### src/shared/branch_stack_defs.svh
// constants for the branch, return stack and pointer execution block
// What this block does
// - zero set: pc gets pc plus two plus twice offset
// - push stores pc plus two as new top
// - subtract six-bit literal from chosen pointer, flags unchanged
// - combined form subtracts literal from pointer two
// - combined form then loads pc from stack top
// - combined form takes two cycles, second idle
// - select field binary 11 means combined form
`ifndef BRANCH_STACK_DEFS_SVH
`define BRANCH_STACK_DEFS_SVH
`define OPC_BRANCH_ZERO 8'he0
`define OPC_PTR_SUB 8'he9
`define OPC_PUSH 16'h0005
`define SEL_RETURN_FORM 2'h3
`define PC_STEP 21'h000002
`define PC_RESET 21'h000000
`define PTR_RESET 12'h000
`define STACK_DEPTH 31
`define STACK_PTR_W 5
`define STACK_PTR_MAX 5'h1f
`endif

### src/shared/branch_stack_pkg.sv
// types for the branch, return stack and pointer execution block
package branch_stack_pkg;
	typedef logic [20:0] pc_t;
	typedef logic [11:0] ptr_t;
	typedef enum logic [0:0] {
		EXEC_RUN = 1'b0,
		EXEC_IDLE = 1'b1
	} exec_state_e;
endpackage : branch_stack_pkg

### src/shared/stack_if.sv
// push and pop carrier between the executor and the return stack
`timescale 1ns/1ps
interface stack_if;
	import branch_stack_pkg::*;
	logic push;
	logic pop;
	pc_t push_data;
	pc_t top;
	modport exec (output push, output pop, output push_data, input top);
	modport store (input push, input pop, input push_data, output top);
endinterface : stack_if

### src/hdl/branch_stack_pointer_exec.sv
// executes zero branch, push, pointer subtract and subtract-and-return
`timescale 1ns/1ps
`include "branch_stack_defs.svh"
module branch_stack_pointer_exec
	import branch_stack_pkg::*;
(
	input wire logic i_core_clk,
	input wire logic i_srst,
	input wire logic i_instr_valid,
	input wire logic [15:0] i_instr,
	input wire logic i_zero_flag,
	output logic o_instr_ready,
	output pc_t o_pc,
	output pc_t o_return_stack_top,
	output ptr_t o_indirect_pointer_reg0,
	output ptr_t o_indirect_pointer_reg1,
	output ptr_t o_pointer_reg_two
);
	stack_if stk ();

	////////////////////////////////////////////////////////////////
	// return stack storage
	return_stack u_stack (
		.i_core_clk(i_core_clk),
		.i_srst(i_srst),
		.stk(stk)
	);

	////////////////////////////////////////////////////////////////
	// decoded instruction classes
	typedef enum logic [2:0] {
		CLS_SEQ = 3'b000,
		CLS_BRANCH = 3'b001,
		CLS_PUSH = 3'b010,
		CLS_SUB = 3'b011,
		CLS_SUB_RET = 3'b100
	} instr_class_e;

	////////////////////////////////////////////////////////////////
	// registers
	exec_state_e state_reg;
	pc_t pc_reg;
	ptr_t ptr_reg [0:2];

	////////////////////////////////////////////////////////////////
	// decode and control signals
	logic [7:0] opc;
	logic [1:0] sel;
	logic [5:0] lit;
	ptr_t lit_ext;
	instr_class_e cls;

	logic go;
	logic is_branch;
	logic is_push;
	logic is_sub;
	logic is_sub_ret;
	logic branch_taken;
	logic two_cycle;

	pc_t pc_inc;
	pc_t br_off;
	pc_t br_target;
	pc_t ret_target;

	////////////////////////////////////////////////////////////////
	// twice the signed 8-bit offset, widened to the pc
	function automatic pc_t branch_offset(input logic [7:0] offset);
		pc_t wide;
		wide = {{12{offset[7]}}, offset, 1'b0};
		return wide;
	endfunction : branch_offset

	////////////////////////////////////////////////////////////////
	// instruction word fields
	assign opc = i_instr[15:8];
	assign sel = i_instr[7:6];
	assign lit = i_instr[5:0];
	assign lit_ext = {6'h00, lit};

	////////////////////////////////////////////////////////////////
	// instruction class; any other word only steps the pc
	always_comb begin
		cls = CLS_SEQ;
		case (opc)
			`OPC_BRANCH_ZERO: begin
				cls = CLS_BRANCH;
			end
			`OPC_PTR_SUB: begin
				if (sel == `SEL_RETURN_FORM) begin
					cls = CLS_SUB_RET;
				end else begin
					cls = CLS_SUB;
				end
			end
			default: begin
				if (i_instr == `OPC_PUSH) begin
					cls = CLS_PUSH;
				end else begin
					cls = CLS_SEQ;
				end
			end
		endcase
	end

	////////////////////////////////////////////////////////////////
	// acceptance; nothing is taken in an idle second cycle
	assign go = i_instr_valid && state_reg == EXEC_RUN;
	assign is_branch = go && cls == CLS_BRANCH;
	assign is_push = go && cls == CLS_PUSH;
	assign is_sub = go && cls == CLS_SUB;
	assign is_sub_ret = go && cls == CLS_SUB_RET;
	assign branch_taken = is_branch && i_zero_flag;
	assign two_cycle = branch_taken || is_sub_ret;

	////////////////////////////////////////////////////////////////
	// program counter targets
	assign pc_inc = pc_reg + `PC_STEP;
	assign br_off = branch_offset(i_instr[7:0]);
	assign br_target = pc_inc + br_off;
	assign ret_target = stk.top;

	////////////////////////////////////////////////////////////////
	// return stack requests
	assign stk.push = is_push;
	assign stk.push_data = pc_inc;
	assign stk.pop = is_sub_ret;

	////////////////////////////////////////////////////////////////
	// outputs
	assign o_instr_ready = state_reg == EXEC_RUN;
	assign o_pc = pc_reg;
	assign o_return_stack_top = stk.top;

	assign o_indirect_pointer_reg0 = ptr_reg[0];
	assign o_indirect_pointer_reg1 = ptr_reg[1];
	assign o_pointer_reg_two = ptr_reg[2];

	////////////////////////////////////////////////////////////////
	// second-cycle idle for taken branch and subtract-and-return
	always_ff @(posedge i_core_clk) begin
		if (i_srst) begin
			state_reg <= EXEC_RUN;
		end else begin
			case (state_reg)
				EXEC_RUN: begin
					if (two_cycle) begin
						state_reg <= EXEC_IDLE;
					end
				end
				EXEC_IDLE: begin
					state_reg <= EXEC_RUN;
				end
				default: begin
					state_reg <= EXEC_RUN;
				end
			endcase
		end
	end

	////////////////////////////////////////////////////////////////
	// program counter; held while idle or without a valid word
	always_ff @(posedge i_core_clk) begin
		if (i_srst) begin
			pc_reg <= `PC_RESET;
		end else if (go) begin
			case (cls)
				CLS_BRANCH: begin
					if (i_zero_flag) begin
						pc_reg <= br_target;
					end else begin
						pc_reg <= pc_inc;
					end
				end
				CLS_SUB_RET: begin
					pc_reg <= ret_target;
				end
				default: begin
					pc_reg <= pc_inc;
				end
			endcase
		end else begin
			pc_reg <= pc_reg;
		end
	end

	////////////////////////////////////////////////////////////////
	// indirect pointers, one per select value 0 to 2, with value 3 also hitting pointer two; no status flag is touched
	genvar g;
	generate
		for (g = 0; g < 3; g++) begin : g_ptr
			logic hit;

			if (g == 2) begin : g_two
				assign hit = (is_sub && sel == 2'(g)) || is_sub_ret;
			end else begin : g_low
				assign hit = is_sub && sel == 2'(g);
			end

			always_ff @(posedge i_core_clk) begin
				if (i_srst) begin
					ptr_reg[g] <= `PTR_RESET;
				end else if (hit) begin
					ptr_reg[g] <= ptr_reg[g] - lit_ext;
				end
			end
		end
	endgenerate
endmodule : branch_stack_pointer_exec

### src/hdl/return_stack.sv
// hardware return stack memory with registered top entry
`timescale 1ns/1ps
`include "branch_stack_defs.svh"
module return_stack
	import branch_stack_pkg::*;
(
	input wire logic i_core_clk,
	input wire logic i_srst,
	stack_if.store stk
);
	pc_t mem [0:`STACK_DEPTH];
	logic [`STACK_PTR_W-1:0] depth_reg;
	pc_t top_reg;
	assign stk.top = top_reg;
	////////////////////////////////////////////////////////////////
	// stack level counter
	always_ff @(posedge i_core_clk) begin
		if (i_srst) begin
			depth_reg <= '0;
		end else if (stk.push && depth_reg != `STACK_PTR_MAX) begin
			depth_reg <= depth_reg + 5'h01;
		end else if (stk.pop && !stk.push && depth_reg != '0) begin
			depth_reg <= depth_reg - 5'h01;
		end
	end
	////////////////////////////////////////////////////////////////
	// entries; old top moves one level down on push
	always_ff @(posedge i_core_clk) begin
		if (stk.push) begin
			mem[depth_reg] <= top_reg;
		end
	end
	always_ff @(posedge i_core_clk) begin
		if (i_srst) begin
			top_reg <= `PC_RESET;
		end else if (stk.push) begin
			top_reg <= stk.push_data;
		end else if (stk.pop) begin
			top_reg <= (depth_reg != '0) ? mem[depth_reg - 5'h01] : `PC_RESET;
		end
	end
endmodule : return_stack

### config.mk
export PLATFORM = sky130hd
export DESIGN_NAME = branch_stack_pointer_exec
export DESIGN_NICKNAME = d
export VERILOG_FILES = /design/src/shared/branch_stack_pkg.sv /design/src/shared/stack_if.sv /design/src/hdl/branch_stack_pointer_exec.sv /design/src/hdl/return_stack.sv
export VERILOG_INCLUDE_DIRS = /design/src /design/src/shared
export SDC_FILE = /design/constraint.sdc
export NUM_CORES = 1
export LEC_CHECK = 0
export BUFFER_PORTS_ARGS = -buffer_cell sky130_fd_sc_hd__buf_2
export CAP_MARGIN = 20
export CORE_ASPECT_RATIO = 0.9
export CORE_MARGIN = 2
export CORE_UTILIZATION = 40
export CTS_CLUSTER_SIZE = 28
export DETAILED_ROUTE_END_ITERATION = 8
export GPL_TIMING_DRIVEN = 0
export PLACE_DENSITY = 0.53
export SETUP_SLACK_MARGIN = 0.05
export SYNTH_ARGS = -nofsm -noshare
export SYNTH_HDL_FRONTEND = slang
export SYNTH_SLANG_ARGS = --single-unit
### constraint.sdc
create_clock -name i_core_clk -period 4.95 [get_ports i_core_clk]
set_clock_uncertainty 0.2 [all_clocks]
set_input_delay 0.99 -clock i_core_clk [delete_from_list [all_inputs] [get_ports i_core_clk]]
set_output_delay 0.99 -clock i_core_clk [all_outputs]
set_load 0.005 [all_outputs]
* Yosys cells after proc, flatten, opt, wreduce, memory -nomap -nowiden
Memories as Yosys holds them, arrays and structs flattened.
Index checks and enable logic that the tools add are counted.
** Word-level totals
- Word-level logic and storage cells :: 75
- Input bits :: 20
- Register bits after elaboration :: 48
- Memories :: 2
- Bits in writable memories :: 708
** Memories
- u_stack.mem :: words 32, width 21, read ports 1, clocked after Yosys merged registers in 0, wr ports 1, RTL line return_stack.sv:11 : pc_t mem [0:`STACK_DEPTH];
- ptr_reg :: words 3, width 12, read ports 3, clocked after Yosys merged registers in 0, wr ports 3, RTL line branch_stack_pointer_exec.sv:43 : ptr_t ptr_reg [0:2];
** Cells by class
- Reduce and logical (&&, ||, !) cells :: 19
- Bitwise operators :: 4
- Eq/ne operators :: 11
- $add $sub $neg :: 7
- Multiplexer cells :: 28
** Operator list (count)
- $mux W21 :: 4
- $pmux W21 S2 :: 1
- $mux W12 :: 3
- $sub A12 B6 Y12 :: 3
- $add A21 B2 Y21 const B :: 1
- $add A21 B21 Y21 :: 1
- $eq A16 B3 Y1 const B :: 1
- $eq A8 B8 Y1 const B :: 2
- $mux W1 :: 14
- $logic_and A1 B1 Y1 :: 12
- $mux W5 :: 2
- $eq A3 B2 Y1 const B :: 2
- $pmux W3 S2 :: 1
- $add A5 B1 Y5 const B :: 1
- $ne A5 B5 Y1 const B :: 1
- $reduce_bool A5 Y1 :: 1
- $sub A5 B1 Y5 const B :: 1
- $eq A2 B2 Y1 const B :: 2
- $reduce_bool A2 Y1 :: 2
- $eq A3 B1 Y1 const B :: 1
- $eq A3 B3 Y1 const B :: 1
- $mux W3 :: 1
- $or A1 B1 Y1 :: 3
- $eq A2 B1 Y1 const B :: 1
- 6 further kinds :: 7

* Depth between registers and ports, before layout
Gate-level depths: netlist of run 1.
- Depth in word-level cells :: 11
- Depth in mapped cells :: 14
- Mapped depth without buffers :: 13

* Hierarchy
From an unflattened synthesis of run 1, not the netlist that was laid out.
** Second synthesis, totals
- Cell total of the unflattened synthesis :: 1967
- Area total of the unflattened synthesis :: 32004.4 sq um
** By module, submodules not included
- return_stack :: sequential area each 20699.9 sq um, times used 1, cells each 1393, area an instance 27124.8 sq um
- branch_stack_pointer_exec :: sequential area each 1521.5 sq um, times used 1, cells each 574, area an instance 4879.7 sq um

* Worst setup path after synthesis of run 1
No wires, ideal clock.
- Path kind :: input-to-reg
- Start point :: input port i_instr[9]
- End point :: memory u_stack.mem[12][0] in the netlist's numbering (enable)
- Setup time :: 425 ps
- Slack :: 647 ps
- Stages :: 5
- Data arrival time :: 3678 ps
- Path buffers :: 1
- Cell sequence :: or4_1 > buf_2 > nor3_4 > nand2_1 > nor3_1
** On the way
- Cells in the longest elaborated chain, start to end :: 7
** RTL lines
- start, declared :: RTL line branch_stack_pointer_exec.sv:10 : input wire logic [15:0] i_instr,
- $eq A16 B3 Y1 (no source line)
- $mux W2 :: RTL line branch_stack_pointer_exec.sv:97 : if (i_instr == `OPC_PUSH) begin
- $pmux W3 S2 * :: RTL line branch_stack_pointer_exec.sv:85 : case (opc)
- $eq A3 B2 Y1 * :: RTL line branch_stack_pointer_exec.sv:110 : assign is_push = go && cls == CLS_PUSH;
- $logic_and A1 B1 Y1 * :: RTL line branch_stack_pointer_exec.sv:110
- $mux W1 * :: RTL line return_stack.sv:29 : if (stk.push) begin
- $mux W1 (implied by the code) * :: RTL line return_stack.sv:30 : mem[depth_reg] <= top_reg;
- end, declared :: RTL line return_stack.sv:11
Mark *: on every way between the ends. The rest lies on a longest branch, timed or not.

* Worst setup path in the final report of run 1
- Start point :: register u_stack.depth_reg[0]
- End point :: register u_stack.top_reg[8], in the netlist u_stack.stk.top[8]
** On the way
- Cells in the longest elaborated chain, start to end :: 5
** RTL lines
- start, declared :: RTL line return_stack.sv:12 : logic [`STACK_PTR_W-1:0] depth_reg;
- start signal, assigned :: RTL line return_stack.sv:21 : depth_reg <= depth_reg + 5'h01;
- start signal, assigned :: RTL line return_stack.sv:23 : depth_reg <= depth_reg - 5'h01;
- $sub A5 B1 Y5 :: RTL line return_stack.sv:39 : top_reg <= (depth_reg != '0) ? mem[depth_reg - 5'h01] : `PC_RESET;
- $mem_v2 Z32 W21
- $mux W21 (no source line) *
- $mux W21 * :: RTL line return_stack.sv:38 : end else if (stk.pop) begin
- $mux W21 * :: RTL line return_stack.sv:36 : end else if (stk.push) begin
- end signal, assigned :: RTL line return_stack.sv:35 : top_reg <= `PC_RESET;
- end signal, assigned :: RTL line return_stack.sv:37 : top_reg <= stk.push_data;
- end signal, assigned :: RTL line return_stack.sv:39
- end, declared :: RTL line return_stack.sv:13 : pc_t top_reg;
Mark *: on every way between the ends. The rest lies on a longest branch, timed or not. The select of a mux whose other input is x is not followed.
A chain may end at the register's enable or synchronous reset.

==> out/qor.yml, run 1 <==
status: "finished clean"
hold_start: "o_pc[0]$_SDFFE_PP0P_"
synth_top_cell_by_area: "edfxtp_1"
fin_nets: 2020
rsz0062_at_grt: "no"
synth-seq-cells: 756
port-buffer-count: 98
diodes: 0
vias: 17419
clk_path_buf_depth: 3
fmaxAchievable_mhz: 212.5
finalWeightedCongestion: 0.8885
drt_first_pass_iters: 6
grt_pass1_vias: 17561
yosysWarnings: 0
root_buffer: "clkbuf_16"
postCtsSetupBuffers: 0
syn_inst: 1736
crit_type: "reg2reg"
required_ps: 5250
report.final.setup_viol: 0
initial_utilization_pct: 40.16
worstHoldPathType: "reg2reg"
layout_commonest_cell: "edfxtp_1"
drt-initial-drc-count: 1405
avgSynthCellArea_um2: 18.30
cp_num_buf_inv: 7
drc_errors: 0
finalHoldViolCount: 0
drive_above_1_share_pct: 27.65
ys.flop_type: "edfxtp_1"
cp-end-kind: "flip-flop"
finalWorstSetupSlack_ps: 243.0
worst-path-max-fanout: 10
syn_nets: 1805
critPathArrivalTime_ps: 5010
ctsHoldBuffers: 0
track_usage_pct: 20.56
path_cells: "buf_6, buf_6, buf_6, inv_1, ha_1, buf_2, buf_2, clkbuf_1, mux4_2, mux4_2, nand2_1, a21oi_1, a221oi_2, nor2_1"
rows: 98
antenna_found_initial: 0
cts_tree: "built"
synth.top_cells.by_area: "edfxtp_1, mux4_2, dfxtp_1"
die-width_um: 301.0
worst_pin_slew_ps: 1025
path_delay_family: "buffers and inverters"
die_area_um2: 81690
finalCriticalPeriod_ps: 4707
yosysTopAreaCellShare_pct: 66.93
grt_first_pass_wirelength_um: 121500
cts.sinks: 756
htreeDepth: 3
crit_path_start_kind: "flip-flop"
cts.clk_slew.worst_paths_ps: 60
grt_max_degree: 36
slew_violations: 0
power.total_mw: 13.35
finalCoreUtilization_pct: 46.90
place_ws_ps: 156.6
grt_overflow: 0
cp-startpoint: "u_stack.depth_reg[0]$_SDFFE_PP0P_"
hold_ws_ps: 317.3
largest_reg_flops: 672
ys_types: 68
cts_resized: 0
cts_buffers: 82
cpPeakStageDelay_ps: 650
synth_area_um2: 31770
wl_per_cell_um: 27.19
relSlewSlack_pct: 31.57
setup_tns_ps: 0
dp_hpwl_um: 55210
async_flop_share_pct: 0
core_area_um2: 79090
final_cell_mix: "edfxtp_1, mux4_2, buf_2"
area_growth_pct: 16.77
insertion_delay_ps: 650
slowest_stage: "clkbuf_1"
post-route-period-util_pct: 95.09
powerDensity_nw_per_um2: 359.8
wirelength_um: 83420
ant_nets: 0
via_per_inst: 5.678
r2r-start: "u_stack.depth_reg[0]$_SDFFE_PP0P_"
synth-edff-count: 708
ir_drop_v: 0.0002652
maxCapViolations: 0
die_h_um: 271.3
critPathMostFrequentCell: "buf_6"
ys_seq_area_share_pct: 69.95
p_leak_nw: 13.25
ios: 99
==> cell families (layout without fill, tap and decap cells) <==
kind of cell / count (synthesis) / count (layout) / synth area share [%]
flops: 756 / 756 / 69.95
simple gates: 350 / 350 / 5.262
mux: 215 / 215 / 15.05
compound gates: 203 / 203 / 4.664
buf+inv: 117 / 399 / 1.780
fa+ha+maj: 49 / 49 / 2.025
xor+xnor: 46 / 46 / 1.268
==> cell type report <==
type / instances / area [um2]
Timing Repair Buffer: 131 / 1109
Clock buffer: 110 / 2177
Buffer: 83 / 441.7
Multi-Input combinational cell: 863 / 9209
Tap cell: 1050 / 1314
Sequential cell: 756 / 22230
Fill cell: 6742 / 42000
Inverter: 34 / 127.6
Clock inverter: 41 / 489.2
==> worst paths after layout <==
path | to | slack (ps) | cells after the start
setup / recovery | u_stack.stk.top[8]$_SDFFE_PP0P_ | 240 | 14
hold / removal | o_pc[0]$_SDFFE_PP0P_ | 320 | 2
setup reg to reg | u_stack.stk.top[8]$_SDFFE_PP0P_ | 240 | 14
hold reg to reg | o_pc[0]$_SDFFE_PP0P_ | 320 | 2
==> per-stage QoR <==
step / cells / cell area (um2)
after global placement: 2884 / 33570
after detailed placement: 2915 / 34390
after global routing: 3068 / 37090
after floorplan: 1736 / 31770
after CTS: 3066 / 37050
final: 3068 / 37090
==> power breakdown <==
| group | switching (mW) | leakage (nW) | internal (mW) |
|---|---|---|---|
| combinational | 0.216 | 3.83 | 0.136 |
| clock | 2.53 | 1.29 | 3.54 |
| sequential | 0.0262 | 8.13 | 6.90 |
| total | 2.77 | 13.2 | 10.6 |
==> tightest hold or removal path: stages, from the launching register on <==
cell and delay, ps:
dfxtp_1 340, nand2_1 70, a21oi_1 50
==> Yosys cell counts (10+ instances only) <==
cell type,count
nor2b_1,15
a21o_1,13
o21ai_0,29
buf_2,20
nand3_1,21
a221oi_2,20
dfxtp_1,48
or3_1,10
edfxtp_1,708
a221o_1,10
nand2_1,88
inv_1,34
clkbuf_1,48
ha_1,45
xnor2_1,27
nor3_1,38
xor2_1,19
a21oi_1,65
nor2_1,119
mux4_2,210
buf_6,13
==> metal layers <==
metal  track usage, %  vias up  share of wire, %
met5                0        -                 0
met4            4.569        0               1.9
met3            3.577      105               5.8
met2            33.10      548                48
met1            29.42     9220                45
li1                 -     7546                 -
Note: power is estimated with default switching activity, not from simulation.
==> inputs of run 2 (changes only) <==
- ABC_AREA: not set -> 1
- CTS_BUF_LIST: not set -> sky130_fd_sc_hd__clkbuf_16
==> run 2 against run 1 <==
Power down 0.58%. Count of clock-buffer cells in the layout decreased by 27. Worst hold slack better by 27 ps.
==> out/qor.yml, run 2 <==
seqPwrFrac_pct: 52.2  # +0.3 points
finalCriticalPeriod_ps: 4373  # -333.5 ps
drt-initial-drc-count: 2932  # +110%
area_growth_pct: 15.68
root_buffer: "clkbuf_16"
synth-seq-cells: 756  # unchanged
syn_inst: 3173  # +83%
grt_pass1_vias: 23889  # +36%
fmaxAchievable_mhz: 228.7  # +7.6%
grt_first_pass_wirelength_um: 161600  # +33%
fin_nets: 3453  # +71%
avgSynthCellArea_um2: 10.53  # -42%
drc_errors: 0  # unchanged
insertion_delay_ps: 670  # +20 ps
largest_reg_flops: 672  # unchanged
clk_path_buf_depth: 3  # unchanged
critPathArrivalTime_ps: 4690  # -320 ps
worstHoldPathType: "reg2reg"
synth_top_cell_by_area: "edfxtp_1"
postCtsSetupBuffers: 0  # unchanged
rsz0062_at_grt: "no"
antenna_found_initial: 1  # +1
cts_tree: "built"
dp_hpwl_um: 77730  # +41%
yosysTopAreaCellShare_pct: 63.64  # -3.3 points
cp-end-kind: "flip-flop"
grt_max_degree: 36  # unchanged
die_h_um: 278.2  # +2.5%
p_clk_share_pct: 45.0  # -0.4 points
crit_type: "reg2reg"
htreeDepth: 3  # unchanged
powerDensity_nw_per_um2: 343.3  # -4.6%
ys.flop_type: "edfxtp_1"
track_usage_pct: 25.90  # +5.3 points
wl_per_cell_um: 24.47  # -10%
die_area_um2: 85850  # +5.1%
cts_buffers: 82  # unchanged
required_ps: 5260  # about the same
power.total_mw: 13.27  # -0.58%
syn_nets: 3242  # +80%
layout_commonest_cell: "nand2_1"
switching_share_pct: 21.65  # +0.90 points
hold_ws_ps: 344.4  # +27.07 ps
drt_first_pass_iters: 6  # unchanged
synth_area_um2: 33410  # +5.2%
synth-edff-count: 708  # unchanged
p_comb_share_pct: 2.7  # about the same
via_per_inst: 5.544  # -2.4%
cts.clk_slew.worst_paths_ps: 60  # about the same
worst-path-max-fanout: 21  # +11
vias: 25342  # +45%
relSlewSlack_pct: 32.63  # +1.1 points
netSwitchingPower_mw: 2.872  # +3.8%
cts_resized: 0  # unchanged
core_area_um2: 82700  # +4.6%
worst_pin_slew_ps: 1011  # -14.40 ps
initial_utilization_pct: 40.40  # +0.23 points
ir_drop_v: 0.0002662  # +0.35%
rows: 100  # +2.0%
final_cell_mix: "nand2_1, edfxtp_1, nand3_1"
crit_path_start_kind: "flip-flop"
grt_overflow: 0  # unchanged
p_int_mw: 10.40  # -1.7%
post-route-period-util_pct: 88.35  # -6.7 points
ant_nets: 0  # unchanged
ys_types: 43  # -37%
fin_area_um2: 38650  # +4.2%
finalHoldViolCount: 0  # unchanged
drive_above_1_share_pct: 11.69  # -16 points
die-width_um: 308.6  # +2.5%
cts.sinks: 756  # unchanged
maxCapViolations: 0  # unchanged
ys_seq_area_share_pct: 66.51  # -3.4 points
p_leak_nw: 14.60  # +10%
yosysWarnings: 0  # unchanged
ctsHoldBuffers: 0  # unchanged
ios: 99  # unchanged
synth.top_cells.by_area: "edfxtp_1, nand2_1, nand3_1"
synth.most_common_cell: "nand2_1"
report.final.setup_viol: 0  # unchanged
place_area_um2: 36040  # +4.8%
finalWeightedCongestion: 0.9430  # +6.1%
ys_top_cells_by_count: "nand2_1, edfxtp_1, nand3_1, nor2_1, inv_1"
slew_violations: 0  # unchanged
async_flop_share_pct: 0  # unchanged
wirelength_um: 111800  # +34%
status: "finished clean"
port-buffer-count: 97  # -1.0%
[run 2: changes by cell type in the layout (fill, tap and decap cells not counted), sizes merged, moves of 16 or more]
cell / delta
nor3: -17
inv: +125
o211ai: +16
buf: +54
nor2: +55
nand2: +845
nand3: +558
xnor2: -21
a21oi: +59
o21ai: +61
mux4: -210
a221oi: -27
[run 2: power by group through the flow]
stage | clock, mW | combinational (mW) | sequential, mW
final | 5.98 | 0.360 | 6.93
after global routing | 6.26 | 0.403 | 6.93
after CTS | 6.04 | 0.356 | 6.93
after detailed placement | 0 | 0.354 | 7.07
after global placement | 0 | 0.350 | 7.07
after floorplan | 0 | 0.233 | 7.06
[run 2: through the flow]
step / cells / setup slack, ps / setup TNS (ps) / utilization (%)
4_1_cts: 4570 / 57.17 / 0 / 46.70
3_3_place_gp: 4392 / -503.1 / -184480 / 42.68
3_5_place_dp: 4422 / 90.38 / 0 / 43.58
5_1_grt: 4570 / 357.8 / 0 / 46.73
6_report: 4571 / 576.5 / 0 / 46.73
2_1_floorplan: 3173 / 1336 / 0 / -
[run 2: final timing paths]
check / from / to / slack, ps / cells past startpoint
setup / recovery: u_stack.depth_reg[0]$_SDFFE_PP0P_ / u_stack.stk.top[10]$_SDFFE_PP0P_ / 580 / 15
hold / removal: o_pc[0]$_SDFFE_PP0P_ / o_pc[0]$_SDFFE_PP0P_ / 340 / 2
setup reg to reg: u_stack.depth_reg[0]$_SDFFE_PP0P_ / u_stack.stk.top[10]$_SDFFE_PP0P_ / 580 / 15
hold reg to reg: o_pc[0]$_SDFFE_PP0P_ / o_pc[0]$_SDFFE_PP0P_ / 340 / 2
[run 2: metal layers]
metal  up-vias  part of all wire, %  GRT usage [%]
li1      11538                    -              -
met1     12521                   43          36.74
met2      1092                   46          40.53
met3       191                  8.1          4.569
met4         0                  3.2          8.055
met5         -                    0              0
[run 2: area by class of cell]
cell class / instances / area [um2]
clock inverters: 65 / 503.0
diodes: 1 / 2.502
repair buffers: 128 / 1101
plain buffers: 164 / 733.2
clock buffers: 83 / 2077
well taps: 1122 / 1404
flip-flops and latches: 756 / 22250
fillers: 7650 / 44060
inverters: 148 / 555.5
multi-input cells: 2104 / 10030
[run 2: critical path: stages (launching register included)]
cell	delay [ps]
dfxtp_1	340
buf_2	200
inv_2	190
buf_2	420
ha_1	320
buf_2	180
inv_2	300
buf_2	450
buf_1	470
nand3_1	180
nand3_1	360
nand3_1	110
o21ai_0	110
nand2_1	70
nand3_1	200
a31oi_1	110
[run 2: cells by family after synthesis]
family,share of synthesized area (%)
DFF,66.51
adders and majority gates,1.925
AOI/OAI and AO/OA,4.827
xor gates and xnor gates,0.6853
and+or+nand+nor,22.19
buffers and inverters,3.865
